### src/design/ufbsp_pkg.sv
// Purpose: Shared constants for the fractional-baud serial port
// Assumes: 8-bit special-function register port, 25 MHz core clock
// Notes:   Offsets are the register port addresses
package ufbsp_pkg;
   // ----------------------------------------------------------------
   // Register addresses
   // ----------------------------------------------------------------
   localparam logic [7:0] CTRL_ADDR = 8'he1;
   localparam logic [7:0] DATA_ADDR = 8'heb;
   localparam logic [7:0] BAUD_ADDR = 8'hee;
   // ----------------------------------------------------------------
   // Control/status bit positions
   // ----------------------------------------------------------------
   localparam int CTRL_NINE  = 6;
   localparam int CTRL_OVR   = 5;
   localparam int CTRL_FCHK  = 4;
   localparam int CTRL_BRK   = 3;
   localparam int CTRL_REN   = 2;
   localparam int CTRL_TDONE = 1;
   localparam int CTRL_RDONE = 0;
   // ----------------------------------------------------------------
   // Baud control bit positions
   // ----------------------------------------------------------------
   localparam int BAUD_TB8   = 7;
   localparam int BAUD_RB8   = 6;
   localparam int BAUD_FSEL  = 5;
   localparam int BAUD_EXT_H = 4;
   localparam int BAUD_EXT_L = 3;
   localparam int BAUD_DIV_H = 2;
   // ----------------------------------------------------------------
   // Reset values and timing
   // ----------------------------------------------------------------
   localparam logic [7:0] REG_RESET  = 8'h00;
   localparam logic [7:0] FRAC_SET   = 8'h2b;
   localparam logic [7:0] FRAC_CLR   = 8'h07;
   localparam logic [7:0] FRAC_ONE   = 8'h40;
   localparam logic [3:0] OVS_LAST   = 4'hf;
   localparam logic [3:0] OVS_MID    = 4'h7;
   localparam logic [7:0] BRK_TICKS  = 8'ha8;
   localparam logic [3:0] BITS_8     = 4'ha;
   localparam logic [3:0] BITS_9     = 4'hb;
   localparam int         FIFO_DEPTH = 32;
   localparam int         FIFO_WIDTH = 8;
endpackage

### src/design/ufbsp_baud.sv
// Purpose: Baud timer giving a sixteen-times bit-rate tick
// Assumes: Configuration comes from registers on the same clock
// Notes:   Fraction done by an accumulator, so ticks jitter by one step
`timescale 1ns/10ps
`default_nettype none
module ufbsp_baud
   import ufbsp_pkg::*;
(
   input  wire logic       sys_clk_in,
   input  wire logic       rst_n_in,
   input  wire logic [2:0] binary_divider_code_in,
   input  wire logic [1:0] extended_divider_code_in,
   input  wire logic       fraction_select_in,
   output logic            tick16_out
);
   logic [9:0] pre_q, pre_d, limit;
   logic [7:0] acc_q, acc_d, frac, sum;
   logic       tick_q, tick_d, pre_tick;
   logic [3:0] shift_n;

   // ----------------------------------------------------------------
   // Integer and fractional division
   // ----------------------------------------------------------------
   always_comb begin
      shift_n  = {1'b0, binary_divider_code_in} + {2'b00, extended_divider_code_in};
      limit    = 10'((11'h001 << shift_n) - 11'h001);
      pre_tick = (pre_q >= limit);
      pre_d    = pre_tick ? 10'h000 : 10'(pre_q + 10'h001);
      frac     = fraction_select_in ? FRAC_SET : FRAC_CLR;
      sum      = 8'(acc_q + FRAC_ONE);
      acc_d    = acc_q;
      tick_d   = 1'b0;
      if (acc_q >= 8'(FRAC_ONE + frac)) begin
         // A fraction change can strand the phase above range; restart it
         acc_d = 8'h00;
      end else if (pre_tick) begin
         // Rate = pre_tick * 64 / (64 + fraction)
         if (sum >= 8'(FRAC_ONE + frac)) begin
            acc_d  = 8'(sum - FRAC_ONE - frac);
            tick_d = 1'b1;
         end else begin
            acc_d = sum;
         end
      end
   end

   always_ff @(posedge sys_clk_in or negedge rst_n_in) begin
      if (!rst_n_in) begin
         pre_q  <= 10'h000;
         acc_q  <= 8'h00;
         tick_q <= 1'b0;
      end else begin
         pre_q  <= pre_d;
         acc_q  <= acc_d;
         tick_q <= tick_d;
      end
   end

   assign tick16_out = tick_q;

   a_pre_every_cycle: assert property (@(posedge sys_clk_in) disable iff (!rst_n_in)
      (shift_n == 4'h0 && $past(shift_n) == 4'h0) |-> pre_tick)
      else $error("prescaler did not pass every cycle at code zero");
   a_acc_bound: assert property (@(posedge sys_clk_in) disable iff (!rst_n_in)
      $past(frac) == frac |-> acc_q < 8'(FRAC_ONE + frac))
      else $error("fraction accumulator out of range");
endmodule
`default_nettype wire

### src/design/ufbsp_fifo.sv
// Purpose: Transmit byte FIFO with valid/ready on both sides
// Assumes: Single clock
// Notes:   Full and empty are registered
`timescale 1ns/10ps
`default_nettype none
module ufbsp_fifo #(
   parameter int WIDTH = 8,
   parameter int DEPTH = 32
) (
   input  wire logic             sys_clk_in,
   input  wire logic             rst_n_in,
   input  wire logic             in_valid_in,
   input  wire logic [WIDTH-1:0] in_data_in,
   output logic                  in_ready_out,
   output logic                  out_valid_out,
   output logic [WIDTH-1:0]      out_data_out,
   input  wire logic             out_ready_in
);
   localparam int AW = $clog2(DEPTH);
   logic [WIDTH-1:0] mem_q [DEPTH];
   logic [AW-1:0]    wp_q, wp_d, rp_q, rp_d;
   logic [AW:0]      cnt_q, cnt_d;
   logic             full_q, full_d, empty_q, empty_d, push, pop;

   always_comb begin
      push    = in_valid_in && !full_q;
      pop     = out_ready_in && !empty_q;
      wp_d    = push ? AW'(wp_q + 1'b1) : wp_q;
      rp_d    = pop ? AW'(rp_q + 1'b1) : rp_q;
      cnt_d   = (AW+1)'(cnt_q + {{AW{1'b0}}, push} - {{AW{1'b0}}, pop});
      full_d  = (cnt_d == (AW+1)'(DEPTH));
      empty_d = (cnt_d == '0);
   end

   always_ff @(posedge sys_clk_in) begin
      if (push) begin
         mem_q[wp_q] <= in_data_in;
      end
   end

   always_ff @(posedge sys_clk_in or negedge rst_n_in) begin
      if (!rst_n_in) begin
         wp_q    <= '0;
         rp_q    <= '0;
         cnt_q   <= '0;
         full_q  <= 1'b0;
         empty_q <= 1'b1;
      end else begin
         wp_q    <= wp_d;
         rp_q    <= rp_d;
         cnt_q   <= cnt_d;
         full_q  <= full_d;
         empty_q <= empty_d;
      end
   end

   assign in_ready_out  = !full_q;
   assign out_valid_out = !empty_q;
   assign out_data_out  = mem_q[rp_q];

   a_fifo_count: assert property (@(posedge sys_clk_in) disable iff (!rst_n_in)
      cnt_q <= (AW+1)'(DEPTH) && (full_q == (cnt_q == (AW+1)'(DEPTH))))
      else $error("fifo count and full flag disagree");
endmodule
`default_nettype wire

### src/design/ufbsp_top.sv
// Purpose: Serial port with fractional baud timer and register port
// Assumes: Register port and extended enable are on sys_clk_in
// Notes:   Writes to the data buffer queue bytes; full queue drops writes
`timescale 1ns/10ps
`default_nettype none
module ufbsp_top
   import ufbsp_pkg::*;
(
   input  wire logic       sys_clk_in,
   input  wire logic       rst_n_in,
   input  wire logic [7:0] sfr_addr_in,
   input  wire logic       sfr_wr_in,
   input  wire logic       sfr_rd_in,
   input  wire logic [7:0] sfr_wdata_in,
   input  wire logic       extended_uart_enable_in,
   input  wire logic       rx_line_in,
   output logic [7:0]      sfr_rdata_out,
   output logic            tx_line_out,
   output logic            frame_err_out,
   output logic            tx_space_out
);
   typedef enum logic [1:0] {TX_IDLE = 2'b01, TX_SHIFT = 2'b10} ufbsp_tx_t;
   typedef enum logic [4:0] {
      RX_IDLE = 5'b00001, RX_START = 5'b00010, RX_DATA = 5'b00100,
      RX_STOP = 5'b01000, RX_BRK = 5'b10000
   } ufbsp_rx_t;

   // ----------------------------------------------------------------
   // Registers
   // ----------------------------------------------------------------
   logic [7:0] ctrl_q, ctrl_d, baud_q, baud_d, rxbuf_q, rxbuf_d, rdata_q, rdata_d;
   logic       fe_q, fe_d;
   logic       wr_ctrl, wr_data, wr_baud, tick16;
   logic       fifo_in_ready, fifo_out_valid, fifo_pop;
   logic [7:0] fifo_out_data;
   logic       nine, rx_en;

   assign wr_ctrl = sfr_wr_in && (sfr_addr_in == CTRL_ADDR);
   assign wr_data = sfr_wr_in && (sfr_addr_in == DATA_ADDR);
   assign wr_baud = sfr_wr_in && (sfr_addr_in == BAUD_ADDR);
   assign nine    = ctrl_q[CTRL_NINE];
   assign rx_en   = ctrl_q[CTRL_REN];

   // ----------------------------------------------------------------
   // Baud timer and transmit queue
   // ----------------------------------------------------------------
   ufbsp_baud u_baud (
      .sys_clk_in               (sys_clk_in),
      .rst_n_in                 (rst_n_in),
      .binary_divider_code_in   (baud_q[BAUD_DIV_H:0]),
      .extended_divider_code_in (baud_q[BAUD_EXT_H:BAUD_EXT_L]),
      .fraction_select_in       (baud_q[BAUD_FSEL]),
      .tick16_out               (tick16)
   );

   ufbsp_fifo #(.WIDTH(FIFO_WIDTH), .DEPTH(FIFO_DEPTH)) u_fifo (
      .sys_clk_in    (sys_clk_in),
      .rst_n_in      (rst_n_in),
      .in_valid_in   (wr_data),
      .in_data_in    (sfr_wdata_in),
      .in_ready_out  (fifo_in_ready),
      .out_valid_out (fifo_out_valid),
      .out_data_out  (fifo_out_data),
      .out_ready_in  (fifo_pop)
   );

   // ----------------------------------------------------------------
   // Transmitter
   // ----------------------------------------------------------------
   ufbsp_tx_t  tx_st_q, tx_st_d;
   logic [10:0] tsh_q, tsh_d;
   logic [3:0]  tcnt_q, tcnt_d, tdiv_q, tdiv_d, tlen;
   logic        txl_q, txl_d, tx_set, tx_step;

   always_comb begin
      tx_st_d  = tx_st_q;
      tsh_d    = tsh_q;
      tcnt_d   = tcnt_q;
      tdiv_d   = tdiv_q;
      tx_set   = 1'b0;
      fifo_pop = 1'b0;
      tlen     = nine ? BITS_9 : BITS_8;
      tx_step  = tick16 && (tdiv_q == OVS_LAST);
      case (tx_st_q)
         TX_IDLE: begin
            if (fifo_out_valid) begin
               fifo_pop = 1'b1;
               // Stop sits right behind the data, or behind bit nine
               tsh_d    = nine ? {1'b1, baud_q[BAUD_TB8], fifo_out_data, 1'b0}
                               : {2'b11, fifo_out_data, 1'b0};
               tcnt_d   = 4'h0;
               tdiv_d   = 4'h0;
               tx_st_d  = TX_SHIFT;
            end
         end
         TX_SHIFT: begin
            if (tick16) begin
               tdiv_d = 4'(tdiv_q + 4'h1);
            end
            if (tx_step) begin
               tsh_d  = {1'b1, tsh_q[10:1]};
               tcnt_d = 4'(tcnt_q + 4'h1);
               tx_set = (4'(tcnt_q + 4'h2) == tlen);
               if (4'(tcnt_q + 4'h1) == tlen) begin
                  tx_st_d = TX_IDLE;
               end
            end
         end
         default: tx_st_d = TX_IDLE;
      endcase
      txl_d = (tx_st_d == TX_SHIFT) ? tsh_d[0] : 1'b1;
   end

   always_ff @(posedge sys_clk_in or negedge rst_n_in) begin
      if (!rst_n_in) begin
         tx_st_q <= TX_IDLE;
         tsh_q   <= 11'h7ff;
         tcnt_q  <= 4'h0;
         tdiv_q  <= 4'h0;
         txl_q   <= 1'b1;
      end else begin
         tx_st_q <= tx_st_d;
         tsh_q   <= tsh_d;
         tcnt_q  <= tcnt_d;
         tdiv_q  <= tdiv_d;
         txl_q   <= txl_d;
      end
   end

   // ----------------------------------------------------------------
   // Receiver
   // ----------------------------------------------------------------
   ufbsp_rx_t  rx_st_q, rx_st_d;
   logic       s1_q, s2_q, s3_q, fall;
   logic [8:0] rsh_q, rsh_d;
   logic [3:0] rtc_q, rtc_d, rbit_q, rbit_d, rlen;
   logic [7:0] low_q, low_d, rx_data;
   logic       brk_q, brk_d, rx_final, rx_accept, stop_ok;

   always_ff @(posedge sys_clk_in or negedge rst_n_in) begin
      if (!rst_n_in) begin
         s1_q <= 1'b1;
         s2_q <= 1'b1;
         s3_q <= 1'b1;
      end else begin
         s1_q <= rx_line_in;
         s2_q <= s1_q;
         s3_q <= s2_q;
      end
   end

   always_comb begin
      fall      = s3_q && !s2_q;
      rx_st_d   = rx_st_q;
      rsh_d     = rsh_q;
      rtc_d     = rtc_q;
      rbit_d    = rbit_q;
      brk_d     = brk_q;
      rlen      = nine ? 4'h9 : 4'h8;
      rx_data   = nine ? rsh_q[7:0] : rsh_q[8:1];
      stop_ok   = s2_q;
      rx_final  = 1'b0;
      low_d     = low_q;
      if (tick16) begin
         low_d = s2_q ? 8'h00 : ((low_q == 8'hff) ? low_q : 8'(low_q + 8'h01));
      end
      if (tick16 && rx_st_q != RX_IDLE) begin
         rtc_d = 4'(rtc_q + 4'h1);
      end
      case (rx_st_q)
         RX_IDLE: begin
            if (rx_en && fall) begin
               rx_st_d = RX_START;
               rtc_d   = 4'h0;
               low_d   = 8'h00;
            end
         end
         RX_START: begin
            if (tick16 && rtc_q == OVS_MID) begin
               rtc_d   = 4'h0;
               rbit_d  = 4'h0;
               rx_st_d = s2_q ? RX_IDLE : RX_DATA;
            end
         end
         RX_DATA: begin
            if (tick16 && rtc_q == OVS_LAST) begin
               rsh_d  = {s2_q, rsh_q[8:1]};
               rbit_d = 4'(rbit_q + 4'h1);
               if (4'(rbit_q + 4'h1) == rlen) begin
                  rx_st_d = RX_STOP;
               end
            end
         end
         RX_STOP: begin
            if (tick16 && rtc_q == OVS_LAST) begin
               rx_final = 1'b1;
               if (stop_ok) begin
                  brk_d   = 1'b0;
                  rx_st_d = RX_IDLE;
               end else begin
                  rx_st_d = RX_BRK;
               end
            end
         end
         RX_BRK: begin
            // Waits for the line to rise so a stuck-low line is timed whole
            if (tick16 && s2_q) begin
               brk_d   = (low_q >= BRK_TICKS);
               rx_st_d = RX_IDLE;
            end
         end
         default: rx_st_d = RX_IDLE;
      endcase
      rx_accept = rx_final && (extended_uart_enable_in || !ctrl_q[CTRL_RDONE])
                  && (!ctrl_q[CTRL_FCHK] || stop_ok);
   end

   always_ff @(posedge sys_clk_in or negedge rst_n_in) begin
      if (!rst_n_in) begin
         rx_st_q <= RX_IDLE;
         rsh_q   <= 9'h000;
         rtc_q   <= 4'h0;
         rbit_q  <= 4'h0;
         low_q   <= 8'h00;
         brk_q   <= 1'b0;
      end else begin
         rx_st_q <= rx_st_d;
         rsh_q   <= rsh_d;
         rtc_q   <= rtc_d;
         rbit_q  <= rbit_d;
         low_q   <= low_d;
         brk_q   <= brk_d;
      end
   end

   // ----------------------------------------------------------------
   // Register file; hardware set wins over a software clear
   // ----------------------------------------------------------------
   always_comb begin
      ctrl_d  = ctrl_q;
      baud_d  = baud_q;
      rxbuf_d = rxbuf_q;
      fe_d    = fe_q;
      if (wr_ctrl) begin
         ctrl_d[CTRL_NINE]  = sfr_wdata_in[CTRL_NINE];
         ctrl_d[CTRL_FCHK]  = sfr_wdata_in[CTRL_FCHK];
         ctrl_d[CTRL_REN]   = sfr_wdata_in[CTRL_REN];
         ctrl_d[CTRL_TDONE] = sfr_wdata_in[CTRL_TDONE];
         ctrl_d[CTRL_RDONE] = sfr_wdata_in[CTRL_RDONE];
         ctrl_d[CTRL_OVR]   = ctrl_q[CTRL_OVR] && sfr_wdata_in[CTRL_OVR];
      end
      if (wr_baud) begin
         baud_d = {sfr_wdata_in[7], baud_q[BAUD_RB8], sfr_wdata_in[5:0]};
      end
      ctrl_d[7]        = 1'b0;
      ctrl_d[CTRL_BRK] = brk_q;
      if (tx_set) begin
         ctrl_d[CTRL_TDONE] = 1'b1;
      end
      if (rx_final && extended_uart_enable_in) begin
         fe_d = !stop_ok;
      end
      if (rx_accept) begin
         rxbuf_d            = rx_data;
         ctrl_d[CTRL_RDONE] = 1'b1;
         baud_d[BAUD_RB8]   = nine ? rsh_q[8] : stop_ok;
         if (ctrl_q[CTRL_RDONE]) begin
            ctrl_d[CTRL_OVR] = 1'b1;
         end
      end
      rdata_d = 8'h00;
      if (sfr_rd_in) begin
         if (sfr_addr_in == CTRL_ADDR) begin
            rdata_d = ctrl_q;
         end else if (sfr_addr_in == DATA_ADDR) begin
            rdata_d = rxbuf_q;
         end else if (sfr_addr_in == BAUD_ADDR) begin
            rdata_d = baud_q;
         end
      end
   end

   always_ff @(posedge sys_clk_in or negedge rst_n_in) begin
      if (!rst_n_in) begin
         ctrl_q  <= REG_RESET;
         baud_q  <= REG_RESET;
         rxbuf_q <= REG_RESET;
         rdata_q <= REG_RESET;
         fe_q    <= 1'b0;
         tx_space_out <= 1'b1;
      end else begin
         ctrl_q  <= ctrl_d;
         baud_q  <= baud_d;
         rxbuf_q <= rxbuf_d;
         rdata_q <= rdata_d;
         fe_q    <= fe_d;
         tx_space_out <= fifo_in_ready;
      end
   end

   assign sfr_rdata_out = rdata_q;
   assign tx_line_out   = txl_q;
   assign frame_err_out = fe_q;

   // ----------------------------------------------------------------
   // Checks
   // ----------------------------------------------------------------
   a_tx_start_low: assert property (@(posedge sys_clk_in) disable iff (!rst_n_in)
      (tx_st_q == TX_IDLE && fifo_out_valid) |=> !tx_line_out ##1 !tx_line_out)
      else $error("start bit not driven low");
   a_tx_done_stop: assert property (@(posedge sys_clk_in) disable iff (!rst_n_in)
      $rose(ctrl_q[CTRL_TDONE]) && !$past(wr_ctrl) |-> tx_line_out)
      else $error("transmit done set without stop bit on pin");
   a_rx_start_go: assert property (@(posedge sys_clk_in) disable iff (!rst_n_in)
      (rx_st_q == RX_IDLE && rx_en && fall) |=> rx_st_q == RX_START)
      else $error("start edge not taken");
   a_rx_no_overwrite: assert property (@(posedge sys_clk_in) disable iff (!rst_n_in)
      (rx_final && !extended_uart_enable_in && ctrl_q[CTRL_RDONE]) |-> !rx_accept)
      else $error("unread data overwritten");
   a_rx_stop_check: assert property (@(posedge sys_clk_in) disable iff (!rst_n_in)
      (rx_final && ctrl_q[CTRL_FCHK] && !stop_ok) |=> rxbuf_q == $past(rxbuf_q))
      else $error("frame with low stop accepted");
   a_rx_drop_flag: assert property (@(posedge sys_clk_in) disable iff (!rst_n_in)
      (rx_final && !rx_accept && !ctrl_q[CTRL_RDONE] && !wr_ctrl) |=> !ctrl_q[CTRL_RDONE])
      else $error("dropped frame set receive done");
   a_rx_accept_buf: assert property (@(posedge sys_clk_in) disable iff (!rst_n_in)
      rx_accept |=> ctrl_q[CTRL_RDONE] && rxbuf_q == $past(rx_data))
      else $error("accepted byte not in receive buffer");
   a_rx_overrun: assert property (@(posedge sys_clk_in) disable iff (!rst_n_in)
      (rx_accept && ctrl_q[CTRL_RDONE]) |=> ctrl_q[CTRL_OVR])
      else $error("overrun not flagged");
   a_rx_ninth_stop: assert property (@(posedge sys_clk_in) disable iff (!rst_n_in)
      (rx_accept && !nine) |=> baud_q[BAUD_RB8] == $past(s2_q))
      else $error("stop bit not latched in eight-bit mode");
endmodule
`default_nettype wire

### config.mk
export PLATFORM = sky130hd
export DESIGN_NAME = ufbsp_top
export DESIGN_NICKNAME = d
export VERILOG_FILES = /design/src/design/ufbsp_pkg.sv /design/src/design/ufbsp_baud.sv /design/src/design/ufbsp_fifo.sv /design/src/design/ufbsp_top.sv
export SDC_FILE = /design/constraint.sdc
export NUM_CORES = 1
export LEC_CHECK = 0
export ABC_AREA = 1
export CORE_MARGIN = 2
export CORE_UTILIZATION = 28
export DETAILED_ROUTE_END_ITERATION = 8
export DONT_BUFFER_PORTS = 1
export PLACE_DENSITY_LB_ADDON = 0.2
export SYNTH_ARGS = -nofsm -noshare
export SYNTH_HDL_FRONTEND = slang
export SYNTH_SLANG_ARGS = --single-unit
### constraint.sdc
create_clock -name sys_clk_in -period 10.2 [get_ports sys_clk_in]
set_input_delay 3.06 -clock sys_clk_in [delete_from_list [all_inputs] [get_ports sys_clk_in]]
set_output_delay 3.06 -clock sys_clk_in [all_outputs]
set_load 0.005 [all_outputs]
# [Word level (Yosys, flattened, before mapping)]
# Memories as Yosys holds them, arrays and structs flattened.
# Index checks and enable logic that the tools add are counted.
[totals] ff_bits=126 latch_bits=0 ram_bits=256 rom_bits=0 inputBits=22 n_memories=1
[memory_table] name="u_fifo.mem_q" words=32 word_bits=8 read_ports=1 rd_ports_with_merged_regs=0 write_ports=1 line="ufbsp_fifo.sv:20" rtl="logic [WIDTH-1:0] mem_q [DEPTH];"
[classes] n_addsub=17 multipliers=0 div_mod_pow=0 order_cmp=4 n_eq_ne=30 shift=1 mux=70 bitwise_logic=0 reduce_logical=36
[ops] cell="$mux 8" n=13
[ops] cell="$mux 5" n=7
[ops] cell="$eq 8x8->1 const B" n=4
[ops] cell="$mux 4" n=8
[ops] cell="$pmux 4 s2" n=4
[ops] cell="$pmux 5 s5" n=1
[ops] cell="$mux 1" n=23
[ops] cell="$mux 11" n=2
[ops] cell="$pmux 11 s2" n=1
[ops] cell="$mux 10" n=2
[ops] cell="$ne 2x2->1 const B" n=9
[ops] cell="$add 4x1->4 const B" n=4
[ops] cell="$ge 8x8->1" n=2
[ops] cell="$logic_and 1x1->1" n=16
[ops] cell="$eq 4x4->1" n=3
[ops] cell="$reduce_bool 2->1" n=6
[ops] cell="$add 10x1->10 const B" n=1
[ops] cell="$add 5x1->5 const B" n=2
[ops] cell="$ge 10x10->1" n=1
[ops] cell="$mux 2" n=5
[ops] cell="$shl 1x4->10 const A" n=1
[ops] cell="$sub 10x1->10 const B" n=1
[ops] cell="$reduce_and 3->1" n=3
[ops] cell="$add 7x8->8 const A" n=1
[ops] cell="other kinds (31)" n=38

# [Logic depth before layout (Yosys ltp)]
[logic_depth] ltp_word=7 mapped_depth=22

# [Modules after synthesis]
# A second synthesis with hierarchy kept.
[unflattened] hier_cells=1953 area_unflattened_um2=18268.8
[by_module_without_submodules] mod="ufbsp_fifo" n_inst=1 cells_each=1131 area_each_um2=11873.9 seq_area_each_um2=8139.1
[by_module_without_submodules] mod="ufbsp_top" n_inst=1 cells_each=584 area_each_um2=4620.7 seq_area_each_um2=2249.7
[by_module_without_submodules] mod="ufbsp_baud" n_inst=1 cells_each=238 area_each_um2=1774.2 seq_area_each_um2=475.5

# [Least setup slack after synthesis]
# Ideal clock, no wire load.
[synth_path] kind="in2reg" from="in sfr_addr_in[6]" to="reg u_fifo.empty_q" setup_ps=68 arrival_ps=5156 required_time_ps=10132 slack_ps=4976 cell_stages=9 path_buffers=0 cell_sequence="nand2_1 > nor3b_4 > nand4_2 > clkinv_2 > ha_1 > fa_1 > nor3_1 > or3b_2 > nor2_1"
[synth_via] elab_chain_cells=6
[synth_rtl] item="start: declaration" line="ufbsp_top.sv:11" rtl="input wire logic [7:0] sfr_addr_in,"
[synth_rtl] item="$eq 8x8->1" line="ufbsp_top.sv:39" rtl="assign wr_data = sfr_wr_in && (sfr_addr_in == DATA_ADDR);"
[synth_rtl] item="$logic_and 1x1->1" line="ufbsp_top.sv:39"
[synth_rtl] item="$logic_and 1x1->1" line="ufbsp_fifo.sv:26" rtl="push = in_valid_in && !full_q;"
[synth_rtl] item="via u_fifo.push" line="ufbsp_fifo.sv:23" rtl="logic full_q, full_d, empty_q, empty_d, push, pop;"
[synth_rtl] item="$add 6x1->6" line="ufbsp_fifo.sv:30" rtl="cnt_d = (AW+1)'(cnt_q + {{AW{1'b0}}, push} - {{AW{1'b0}}, pop});"
[synth_rtl] item="$sub 6x1->6" line="ufbsp_fifo.sv:30"
[synth_rtl] item="via u_fifo.cnt_d[1]" line="ufbsp_fifo.sv:22" rtl="logic [AW:0] cnt_q, cnt_d;"
[synth_rtl] item="$logic_not 6->1" line="ufbsp_fifo.sv:32" rtl="empty_d = (cnt_d == '0);"
[synth_rtl] item="via u_fifo.empty_d" line="ufbsp_fifo.sv:23"
[synth_rtl] item="end signal: assignment" line="ufbsp_fifo.sv:53" rtl="empty_q <= empty_d;"
[synth_rtl] item="end: declaration" line="ufbsp_fifo.sv:23"
# The timed path passes the listed nets, and every way through them passes these cells.
# A chain may end at the register's enable or synchronous reset.

# [Final worst setup path]
# Ends and elaborated chain as after synthesis.

==> impl_metrics.env <==
export IMPL_grt_usage_pct=13.8
export IMPL_async_reset_ff_share_pct=33.0
export IMPL_drive_gt1_share_pct=7.00
export IMPL_avgRoutedWirePerCell_um=16.8
export IMPL_syn_cell_area_mm2=0.0177
export IMPL_whs_ns=0.355
export IMPL_multiInputGateArea_mm2=0.00570
export IMPL_synth_avg_cell_area_um2=9.69
export IMPL_totalWireLength_mm=45.5
export IMPL_core_area_mm2=0.0629
export IMPL_grt_overflow_total=0
export IMPL_cts_num_sinks=382
export IMPL_cts_root_buffer="clkbuf_16"
export IMPL_areaGrowthSynthToFinish_pct=13.5
export IMPL_syn_nets=1900
export IMPL_slew_violations=0
export IMPL_p_leak_nw=8.56
export IMPL_synth_ff_type="edfxtp_1"
export IMPL_drc=0
export IMPL_ios=33
export IMPL_timing_worst_setup_path_type="in2reg"
export IMPL_first_global_vias=11937
export IMPL_maxCapViolCount=0
export IMPL_clk_insertion_delay_late_ns=0.58
export IMPL_fin_nets=1892
export IMPL_n_antenna_cell=0
export IMPL_tightest_slew_ns=1.27
export IMPL_status="finished, final reports clean"
export IMPL_worstPathRequired_ns=10.70
export IMPL_synth_cells=1828
export IMPL_relSlewSlack_pct=15.5
export IMPL_setup_tns_ns=0
export IMPL_cts_htree_levels=2
export IMPL_rsz0062_at_grt="false"
export IMPL_vias_per_cell=4.51
export IMPL_cts_hold_buf=0
export IMPL_regArea_mm2=0.0109
export IMPL_rows=92
export IMPL_setup_viol=0
export IMPL_slowest_delay_ns=0.48
export IMPL_pre_cts_slack_ns=4.66
export IMPL_drt_iter0_markers=931
export IMPL_post_cts_buffers=0
export IMPL_die_x_um=256
export IMPL_cp_end_kind="flop"
export IMPL_ir_drop_mv=0.109
export IMPL_antenna_left=0
export IMPL_ys_seq_area_share_pct=61.3
export IMPL_ys_ff_latch=382
export IMPL_fmax_mhz=204
export IMPL_start_util_pct=28.2
export IMPL_p_per_area_mw_per_mm2=186
export IMPL_crit_chain="nand2_1 > nor3b_4 > nand4_2 > clkinv_2 > ha_1 > fa_1 > nor3_1 > or3b_2 > nor2_1"
export IMPL_final_hold_viol_count=0
export IMPL_clock_skew_ns=0.0246
export IMPL_utilization_pct=32.0
export IMPL_synth_edff_count=256
export IMPL_hpwl_mm=28.2
export IMPL_dr_pass1_iters=5
export IMPL_fill_cells=6556
export IMPL_antenna_found_initial=0
export IMPL_finalCritPeriodShare_pct=48.1
export IMPL_hold_path_class="reg2reg"
export IMPL_crit_slowest_cell="or3b_2"
export IMPL_cts_clk_slew_worst_paths_ns=0.06
export IMPL_cts_resized=0
export IMPL_grt_first_pass_wirelength_mm=70.6
export IMPL_critPathTopFamily="simple AND/OR/NAND/NOR gates"
export IMPL_dr_total_vias=12180
export IMPL_place_gp_congestion=0.804
export IMPL_fin_crit_ns=4.91
export IMPL_fin_ws_ns=5.29
export IMPL_worstPathMaxFanout=9
export IMPL_die_area_mm2=0.0653
export IMPL_die_h_um=256
export IMPL_arrival_ns=5.41
export IMPL_ys_types=55
export IMPL_tritoncts="built"
export IMPL_grt_max_degree=127
export IMPL_numCtsBuffers=45
export IMPL_fin_total_pwr_w=0.00373
export IMPL_clockBufferDepth=3
export IMPL_crit_buf_inv=1
export IMPL_critPathLaunchType="input port"
export IMPL_placement_io_buffers=0
export IMPL_synth_warnings=0
## cell families (layout without fill, tap and decap cells)
logic type	count (synthesis)	in the layout	synth area share, %
AO/OA/AOI/OAI	160	160	4.99
XOR/XNOR	32	32	1.58
adder cells (fa/ha/maj)	50	50	3.70
buffers and inverters	288	316	6.50
flip-flops	382	382	61.3
multiplexers	3	3	0.184
AND/OR/NAND/NOR	913	913	21.7
## metrics by stage
| step | cell area (um^2) | cells |
|---|---|---|
| 4_1_cts | 20100 | 2702 |
| 3_5_place_dp | 18500 | 2619 |
| 3_3_place_gp | 18500 | 2619 |
| 5_1_grt | 20100 | 2702 |
| 2_1_floorplan | 17700 | 1828 |
| 6_report | 20100 | 2702 |
## synthesized netlist by cell type (all sizes together), types with 2 or more instances
master / count / share of area, %
dfstp: 19 / 2.8
edfxtp: 256 / 43
ha: 46 / 3.2
a22oi: 2 / 0.085
or2: 3 / 0.11
xnor2: 11 / 0.54
a21boi: 2 / 0.085
nand3: 191 / 5.4
nand2: 537 / 12
o21a: 2 / 0.085
nor2: 139 / 3.0
inv: 225 / 4.8
a31oi: 3 / 0.11
xor2: 21 / 1.0
nand4: 15 / 0.56
o21ai: 83 / 2.3
mux2: 2 / 0.13
o21bai: 2 / 0.085
clkbuf: 12 / 0.26
clkinv: 3 / 0.071
fa: 4 / 0.45
dfrtp: 107 / 15
nor4: 7 / 0.37
buf: 48 / 1.4
o22ai: 7 / 0.25
nor3b: 4 / 0.23
nor3: 13 / 0.37
a21oi: 42 / 1.2
o211ai: 8 / 0.34
o31ai: 4 / 0.17
## final timing paths
kind	slack (ns)	start	end	cells past startpoint
worst max-delay path	5.29	sfr_addr_in[6]	u_fifo.empty_q	9
worst min-delay path	0.35	s1_q	s2_q	0
worst max register to register	6.14	baud_q[0]	u_baud.acc_q[1]	21
worst min register to register	0.35	s1_q	s2_q	0
max in group asynchronous	7.80	rst_n_in	tsh_q[10]	0
min in group asynchronous	2.17	rst_n_in	rbit_q[3]	0
## power breakdown
| group | leakage (nW) | total (W) | switching [W] | internal [W] |
|---|---|---|---|---|
| clock network | 0.776 | 0.00172 | 0.000678 | 0.00105 |
| registers | 3.89 | 0.00173 | 0.0000340 | 0.00170 |
| logic | 3.90 | 0.000278 | 0.000170 | 0.000108 |
| total | 8.56 | 0.00373 | 0.000882 | 0.00285 |
## registers in the layout, indices dropped and copies added, names as in the netlist, 6 cells and up
name and count:
rsh_q 9, u_baud.pre_q 10, rxbuf_q 8, low_q 8, ctrl_q 7, u_fifo.mem_q 256
tsh_q 11, u_baud.acc_q 8, u_fifo.cnt_q 6, baud_q 8, sfr_rdata_out 8
## layout make-up
| cell class | count | area share (%) |
|---|---|---|
| repair buffers | 5 | 0.187 |
| flip-flops and latches | 382 | 54.0 |
| clock buffers | 51 | 5.87 |
| clock inverters | 32 | 2.03 |
| well taps | 846 | 5.26 |
| multi-input cells | 1158 | 28.3 |
| inverters | 228 | 4.27 |
## routing by layer
layer	wire [um]	part of all wire [%]	up-vias	global-route usage, %
met1	21300	47	5878	19.3
met5	0	0	-	0
met2	21000	46	233	22.2
li1	-	-	6011	-
met3	2180	4.8	58	2.58
met4	932	2.0	0	3.57
## layout by cell type, fill, tap and decap left out, drive strengths merged, types with 5 or more instances in the layout
cell | netlist | routed
nand2 | 537 | 537
edfxtp | 256 | 256
inv | 225 | 230
nand3 | 191 | 191
nor2 | 139 | 139
dfrtp | 107 | 107
o21ai | 83 | 83
clkbuf | 12 | 51
ha | 46 | 46
a21oi | 42 | 42
xor2 | 21 | 21
dfstp | 19 | 19
clkinv | 3 | 19
nand4 | 15 | 15
nor3 | 13 | 13
xnor2 | 11 | 11
o211ai | 8 | 8
bufinv | 0 | 8
o22ai | 7 | 7
nor4 | 7 | 7
buf | 48 | 5
Note: power is estimated with default switching activity, not from simulation.
